File: config.mk
export PLATFORM = sky130hd
export DESIGN_NAME = power_mode_controller
export DESIGN_NICKNAME = d
export VERILOG_FILES = /design/src/shared/power_mode_pkg.sv /design/src/logic/power_mode_controller.sv
export SDC_FILE = /design/constraint.sdc
export NUM_CORES = 1
export LEC_CHECK = 0
export BUFFER_PORTS_ARGS = -buffer_cell sky130_fd_sc_hd__buf_2
export CORE_MARGIN = 2
export CORE_UTILIZATION = 40
export DETAILED_ROUTE_END_ITERATION = 8
export PLACE_DENSITY = 0.74
export SLEW_MARGIN = 40
export SYNTH_ARGS = -nofsm -noshare
export SYNTH_HDL_FRONTEND = slang
export SYNTH_SLANG_ARGS = --single-unit
File: constraint.sdc
create_clock -name clk -period 1.2 [get_ports clk]
set_input_delay 0 -clock clk [delete_from_list [all_inputs] [get_ports clk]]
set_output_delay 0 -clock clk [all_outputs]
set_load 0.03 [all_outputs]
File: src/shared/power_mode_pkg.sv
package power_mode_pkg;

	// =========================================================
	// Power modes
	typedef enum logic [1:0] {
		MODE_NORMAL   = 2'b00,
		MODE_IDLE     = 2'b01,
		MODE_STOP     = 2'b10,
		MODE_SHUTDOWN = 2'b11
	} power_mode_t;

	// =========================================================
	// Port match width and reset values
	localparam int          PORT_WIDTH      = 8;
	localparam logic [15:0] RESET_VECTOR    = 16'h0000;
	localparam logic [7:0]  PORT_MATCH_RST  = 8'h00;
	localparam logic [7:0]  PORT_MASK_RST   = 8'h00;

	// =========================================================
	// Control bits written by the core in one instruction.
	typedef struct packed {
		logic idle_req;
		logic stop_req;
		logic regulator_shutdown_select;
	} power_control_reg_t;

	// Domain enables driven towards the rest of the chip.
	typedef struct packed {
		logic cpu_run;
		logic osc_run;
		logic periph_run;
		logic regulator_on;
	} power_domain_t;

endpackage

File: src/logic/power_mode_controller.sv
`timescale 1ns/100ps

// Behaviour
// - Idle request halts CPU after write instruction
// - Idle keeps state, peripherals keep running
// - Enabled interrupt or reset ends idle
// - Interrupt wake clears idle bit, CPU resumes
// - Service interrupt, return after idle instruction
// - Reset exit restarts fetch at zero
// - Stop request, select clear, enters stop
// - Stop halts oscillator, CPU, digital peripherals
// - Only reset leaves stop mode
// - Stop with select set enters shutdown
// - Shutdown removes power, nothing retained
// - Only pin or power-on reset exits shutdown
// - Port match change wakes idle, interrupts
module power_mode_controller
	import power_mode_pkg::*;
(
	// Clock and reset
	input  wire logic                    clk,
	input  wire logic                    rst_b,
	// Reset sources, already in the clock domain
	input  wire logic                    pin_reset,
	input  wire logic                    por_reset,
	input  wire logic                    internal_reset,
	// Core write of the power control bits
	input  wire logic                    ctrl_write,
	input  wire power_control_reg_t      ctrl_data,
	input  wire logic                    instr_done,
	// Interrupts
	input  wire logic                    irq_enabled_pending,
	// Port match
	input  wire logic [PORT_WIDTH-1:0]   port_pins,
	input  wire logic [PORT_WIDTH-1:0]   port_match_value,
	input  wire logic [PORT_WIDTH-1:0]   port_match_mask,
	// Status and control outputs
	output power_mode_t                  mode,
	output power_control_reg_t           power_control_reg,
	output power_domain_t                domains,
	output logic                         port_match_irq,
	output logic                         restart_fetch,
	output logic [15:0]                  fetch_address
);

	// =========================================================
	// Helper functions

	// The decoding below is shared by the mode machine and the enables.
	// It is kept in functions so that both always see the same meaning
	// of the control bits and of each mode.

	// Control bits that apply in this cycle. A write that is still in
	// flight wins over the stored copy, so that an entry which ends in
	// the same cycle as its write sees the new bits.
	function automatic power_control_reg_t live_ctrl(
		input logic               wr,
		input power_control_reg_t wdata,
		input power_control_reg_t held
	);
		live_ctrl = wr ? wdata : held;
	endfunction

	// True when the bits ask for any low power mode at all.
	function automatic logic wants_entry(input power_control_reg_t c);
		wants_entry = c.idle_req | c.stop_req;
	endfunction

	// Mode that a finished request leads to. Stop wins over idle, and
	// the regulator select turns a stop into a shutdown, after which
	// the regulator enable drops with the other domains.
	function automatic power_mode_t target_mode(input power_control_reg_t c);
		power_mode_t m;
		m = MODE_IDLE;
		if (c.stop_req) begin
			if (c.regulator_shutdown_select) begin
				m = MODE_SHUTDOWN;
			end else begin
				m = MODE_STOP;
			end
		end
		target_mode = m;
	endfunction

	// Domain enables that belong to a mode. Idle stops only the CPU so
	// that peripherals and memories keep running and keep their state.
	function automatic power_domain_t mode_domains(input power_mode_t m);
		power_domain_t d;
		d = '1;
		case (m)
			MODE_IDLE: begin
				d.cpu_run = 1'b0;
			end
			MODE_STOP: begin
				d.cpu_run    = 1'b0;
				d.osc_run    = 1'b0;
				d.periph_run = 1'b0;
			end
			MODE_SHUTDOWN: begin
				d = '0;
			end
			default: begin
				d = '1;
			end
		endcase
		mode_domains = d;
	endfunction

	// True when any watched pin differs from its match value. Pins whose
	// mask bit is clear never take part in the comparison.
	function automatic logic port_mismatch(
		input logic [PORT_WIDTH-1:0] pins,
		input logic [PORT_WIDTH-1:0] value,
		input logic [PORT_WIDTH-1:0] mask
	);
		port_mismatch = ((pins ^ value) & mask) != '0;
	endfunction

	// =========================================================
	// Port pin synchroniser and match detector

	// Pins come from outside the clock domain, so they pass two flops
	// before the match logic reads them. Only the second flop is read.
	logic [PORT_WIDTH-1:0] pin_meta_r;
	logic [PORT_WIDTH-1:0] pin_sync_r;
	logic                  match_r;
	logic                  match_nxt;
	logic                  match_evt_r;
	logic                  match_evt_nxt;

	always_comb begin
		// A wake event is the first cycle of a mismatch, not its level.
		match_nxt     = port_mismatch(pin_sync_r, port_match_value, port_match_mask);
		match_evt_nxt = match_nxt & ~match_r;
	end

	always_ff @(posedge clk or negedge rst_b) begin
		if (!rst_b) begin
			pin_meta_r  <= PORT_MASK_RST;
			pin_sync_r  <= PORT_MASK_RST;
			match_r     <= 1'b0;
			match_evt_r <= 1'b0;
		end else begin
			pin_meta_r  <= port_pins;
			pin_sync_r  <= pin_meta_r;
			match_r     <= match_nxt;
			match_evt_r <= match_evt_nxt;
		end
	end

	// =========================================================
	// Wake and reset sources

	// Every reset source ends idle and stop. Shutdown has the regulator
	// off, so only the pin and power-on resets can bring it back.
	// An enabled interrupt and a port match both wake idle; neither is
	// looked at in stop or shutdown.
	logic any_reset;
	logic hard_reset;
	logic wake_idle;

	always_comb begin
		any_reset  = pin_reset | por_reset | internal_reset;
		hard_reset = pin_reset | por_reset;
		wake_idle  = irq_enabled_pending | match_evt_r;
	end

	// =========================================================
	// Mode state machine

	// A request is remembered in pend_r until its instruction retires.
	// The restart pulse tells the core to run its reset sequence and to
	// fetch from the reset vector. It lasts one cycle, and a reset that
	// is held for longer simply repeats it.
	power_mode_t        mode_r;
	power_mode_t        mode_nxt;
	power_control_reg_t ctrl_r;
	power_control_reg_t ctrl_nxt;
	logic               pend_r;
	logic               pend_nxt;
	logic               restart_r;
	logic               restart_nxt;

	always_comb begin
		mode_nxt    = mode_r;
		ctrl_nxt    = ctrl_r;
		pend_nxt    = pend_r;
		restart_nxt = 1'b0;
		case (mode_r)
			MODE_NORMAL: begin
				if (any_reset) begin
					ctrl_nxt    = '0;
					pend_nxt    = 1'b0;
					restart_nxt = 1'b1;
				end else begin
					if (ctrl_write) begin
						ctrl_nxt = ctrl_data;
						pend_nxt = ctrl_data.idle_req | ctrl_data.stop_req;
					end
					// A write with no request bits only stores them.
					// Entry waits for the writing instruction to retire, so the
					// CPU halts after it and resumes at the one that follows.
					if (ctrl_write ? wants_entry(ctrl_data) : pend_r) begin
						if (instr_done) begin
							pend_nxt = 1'b0;
							mode_nxt = target_mode(live_ctrl(ctrl_write, ctrl_data, ctrl_r));
						end
					end
				end
			end
			MODE_IDLE: begin
				// Registers and memories keep their contents; only the CPU
				// clock is held, so a wake simply lets it run on.
				if (any_reset) begin
					mode_nxt    = MODE_NORMAL;
					ctrl_nxt    = '0;
					restart_nxt = 1'b1;
				end else if (wake_idle) begin
					// The core services the interrupt and returns to the
					// instruction after the one that asked for idle.
					mode_nxt          = MODE_NORMAL;
					ctrl_nxt.idle_req = 1'b0;
				end
			end
			MODE_STOP: begin
				// Interrupts and port matches are ignored here; the
				// oscillator is off, so only a reset restarts the core.
				if (any_reset) begin
					mode_nxt    = MODE_NORMAL;
					ctrl_nxt    = '0;
					restart_nxt = 1'b1;
				end
			end
			MODE_SHUTDOWN: begin
				// Nothing is retained, and the internal reset logic is not
				// powered, so only the pin or power-on reset counts.
				if (hard_reset) begin
					mode_nxt    = MODE_NORMAL;
					ctrl_nxt    = '0;
					restart_nxt = 1'b1;
				end
			end
			default: begin
				mode_nxt = MODE_NORMAL;
				ctrl_nxt = '0;
			end
		endcase
	end

	always_ff @(posedge clk or negedge rst_b) begin
		if (!rst_b) begin
			mode_r    <= MODE_NORMAL;
			ctrl_r    <= '0;
			pend_r    <= 1'b0;
			restart_r <= 1'b0;
		end else begin
			mode_r    <= mode_nxt;
			ctrl_r    <= ctrl_nxt;
			pend_r    <= pend_nxt;
			restart_r <= restart_nxt;
		end
	end

	// =========================================================
	// Domain enables

	// The enables are registered so that the rest of the chip sees them
	// change in the same cycle as the mode output, never before it.
	// The port match interrupt is registered beside them.
	power_domain_t dom_r;
	power_domain_t dom_nxt;
	logic          irq_r;
	logic          irq_nxt;

	always_comb begin
		// Enables follow the next mode so that they change together with it.
		dom_nxt = mode_domains(mode_nxt);
		// No port match interrupt while the digital logic is stopped.
		irq_nxt = match_evt_r & (mode_r != MODE_STOP) & (mode_r != MODE_SHUTDOWN);
	end

	always_ff @(posedge clk or negedge rst_b) begin
		if (!rst_b) begin
			dom_r <= '1;
			irq_r <= 1'b0;
		end else begin
			dom_r <= dom_nxt;
			irq_r <= irq_nxt;
		end
	end

	// =========================================================
	// Outputs

	// Every output comes straight from a flop; the fetch address is fixed.
	assign mode              = mode_r;
	assign power_control_reg = ctrl_r;
	assign domains           = dom_r;
	assign port_match_irq    = irq_r;
	assign restart_fetch     = restart_r;
	assign fetch_address     = RESET_VECTOR;

endmodule

==> flow_summary.toml <==
[pwr]
leakage_nw = 0.885
peakVddDrop_mv = 0.877
p_per_area_nw_per_um2 = 1070

[detailed_routing]
vias = 1002
wl_met3_um = 147
drcViolationCount = 0
wl_met1_um = 980
drtAntennaViolNets = 0
vias_per_cell = 4.39
wirelength_mm = 2.75
drtPass1Iterations = 4
drtIter0Drc = 21
routed.top_layer = "met4"
wl_met2_mm = 1.57
routedWlPerCell_um = 12.1

[status]
violations = "hold timing, setup timing"
outcome = "complete, but fails checks"

[setup_path]
regToRegStartpoint = "mode[0]"
cpLargestDelayFamily = "flip-flops"
path_cells = "nor3_4, nand2_1, o41ai_2"
cp_num_buf_inv = 0
end_kind = "register"
worst_path_largest_cell_delay_ns = 0.45
path_class = "reg -> reg"
cp_max_fo = 4
crit_required_ns = 1.41
setup.worst_path.start = "mode[0]"
startpoint_type = "register"
crit_arrival_ns = 1.48
slowest_stage = "dfrtp_2"
r2r_cells = 3
r2r_end = "pend_r"
r2r_slack_ns = -0.07

[sta]
period_minus_slack_ns = 1.27
period_share_pct = 106
hold_viol_final = 1
worst_hold_slack_ns = -0.00478
drv_slew = 0
setup_slack_ns = -0.0729
fmax_mhz = 786
grt_setup_unrepaired = "yes"
setup_viol = 8
finClkSkew_ns = 0.00448

[yosys]
synth_seq_area_share_pct = 58.2
avgSynthCellArea_sq_um = 11.9
yosysTopAreaCell = "dfrtp_1"
synth_cell_types = 31
synth-seq-cells = 29
synth_edf_count = 0
synth_area_leaders = "dfrtp_1, buf_4, dfstp_2"
synth_top_flop_cell = "dfrtp_1"
netlist.area_leader.share_pct = 51.9
synthArstFlopShare_pct = 100
synth_cells = 105
netlist_area_sq_um = 1250
yosysWarnings = 0

[placed_design]
gp_congestion = 0.847
portBuffers = 45
dp_hpwl_mm = 1.89
dp.cells = 200
placed_area_sq_um = 1520

[cells_and_area]
design_area_sq_um = 1800
drive_gt1_share_pct = 41.3
final_nets = 218
diodes = 0
utilization_pct = 59.5
syn_to_final_growth_pct = 43.6
finalNonFillerCells = 228
reg_top3 = "pin_meta_r x8, pin_sync_r x8"

[hold_path]
worstHoldStart = "internal_reset"
hold_end = "restart_fetch"
holdPathStages = 2
hp-class = "in -> reg"

[clock_tree]
cts_hold_buf = 20
h-tree-depth = 2
cts_made_buffers = 5
clockRootBuffer = "clkbuf_4"
postCtsSetupBuffers = 0
cts.sinks = 29
insertion_delay_ns = 0.32
clk_path_buf_depth = 2
cts_tree = "built"
path_clk_slew_ns = 0.09

[global_routing]
grt_pass1_vias = 1031
grt-ovfl-total = 0
grt_max_degree = 13
grt.total_usage_pct = 18.3
antenna_found_initial = 0
grt_pass1_wl_mm = 4.60

[floorplanning]
core_sq_um = 3030
top_level_ports = 62
dieArea_sq_um = 3600
die_w_um = 60.0
fp.dieH_um = 60.0
start_util_pct = 41.4
rows = 20

[run]
max_cap_viol_count = 0
## power by group
group / leakage (nW) / switching [mW] / internal (mW) / total, mW
combinational: 0.509 / 0.185 / 0.144 / 0.330
sequential: 0.344 / 0.0179 / 1.02 / 1.04
clock: 0.0320 / 0.333 / 0.223 / 0.555
## per-layer routing
layer / GRT usage (%) / vias to the layer above
met2: 33.7 / 41
met1: 18.4 / 476
li1: - / 479
met5: 0 / -
met4: 7.94 / 0
met3: 6.06 / 6
## layout make-up
cell class / count / area [sq um]
sequential: 29 / 732
clock buffer: 6 / 41.3
inverter: 3 / 11.3
timing repair buffer: 75 / 500
tap: 44 / 55.1
clock inverter: 2 / 10.0
multi-input combinational: 69 / 450
fill: 246 / 1230
## cells in the final DEF, fill, tap and decap left out, types with 3 or more instances in the layout
cell type / n
dlygate4sd3_1: 20
nand2_1: 8
clkbuf_4: 5
buf_4: 10
buf_2: 45
dfstp_2: 3
dfrtp_1: 24
a22oi_1: 4
conb_1: 16
nor2_1: 6
xor2_1: 8
## kinds of logic after synthesis
kind of cell	count (synthesis)	synth area share, %
AOI/OAI and AO/OA	19	11.7
xor gates and xnor gates	8	5.59
buffers and inverters	22	12.4
DFF	29	58.2
other	1	0.299
and+or+nand+nor	26	11.9
## synthesized netlist by cell type (2+ instances only)
cell type / n
o21ai_1: 2
nor2b_1: 3
a21o_1: 2
nand2_1: 8
inv_1: 2
xor2_1: 8
o2bb2ai_2: 2
nand2b_1: 2
dfstp_2: 3
a22oi_1: 4
dfrtp_1: 26
a21oi_1: 3
buf_4: 17
nor2_1: 6
## worst max-delay path by stage
stage | endpoint | slack (ns) | cells past startpoint
floorplan | domains[0] | -0.09 | 4
global placement | domains[0] | -0.02 | 4
detailed placement | domains[0] | -0.08 | 4
CTS | domains[0] | -0.08 | 4
global route | power_control_reg[2] | -0.17 | 5
finish | pend_r | -0.07 | 3
## metrics by stage
stage	total power, mW	worst slack (ns)	TNS, ns
global placement	1.32	-0.0189	-0.0189
floorplan	1.25	-0.0877	-0.277
global route	2.03	-0.167	-1.05
CTS	1.93	-0.0776	-0.465
finish	1.92	-0.0729	-0.327
detailed placement	1.32	-0.0801	-0.420
## what timing repair did
action / 4_1_cts / 5_1_grt
setup endpoints to repair: 9 / 10
pin swaps: 1 / 4
endpoints found under the hold margin: 42 / 1
resized for setup: 2 / 3
Power figures use the tool's default switching activity.
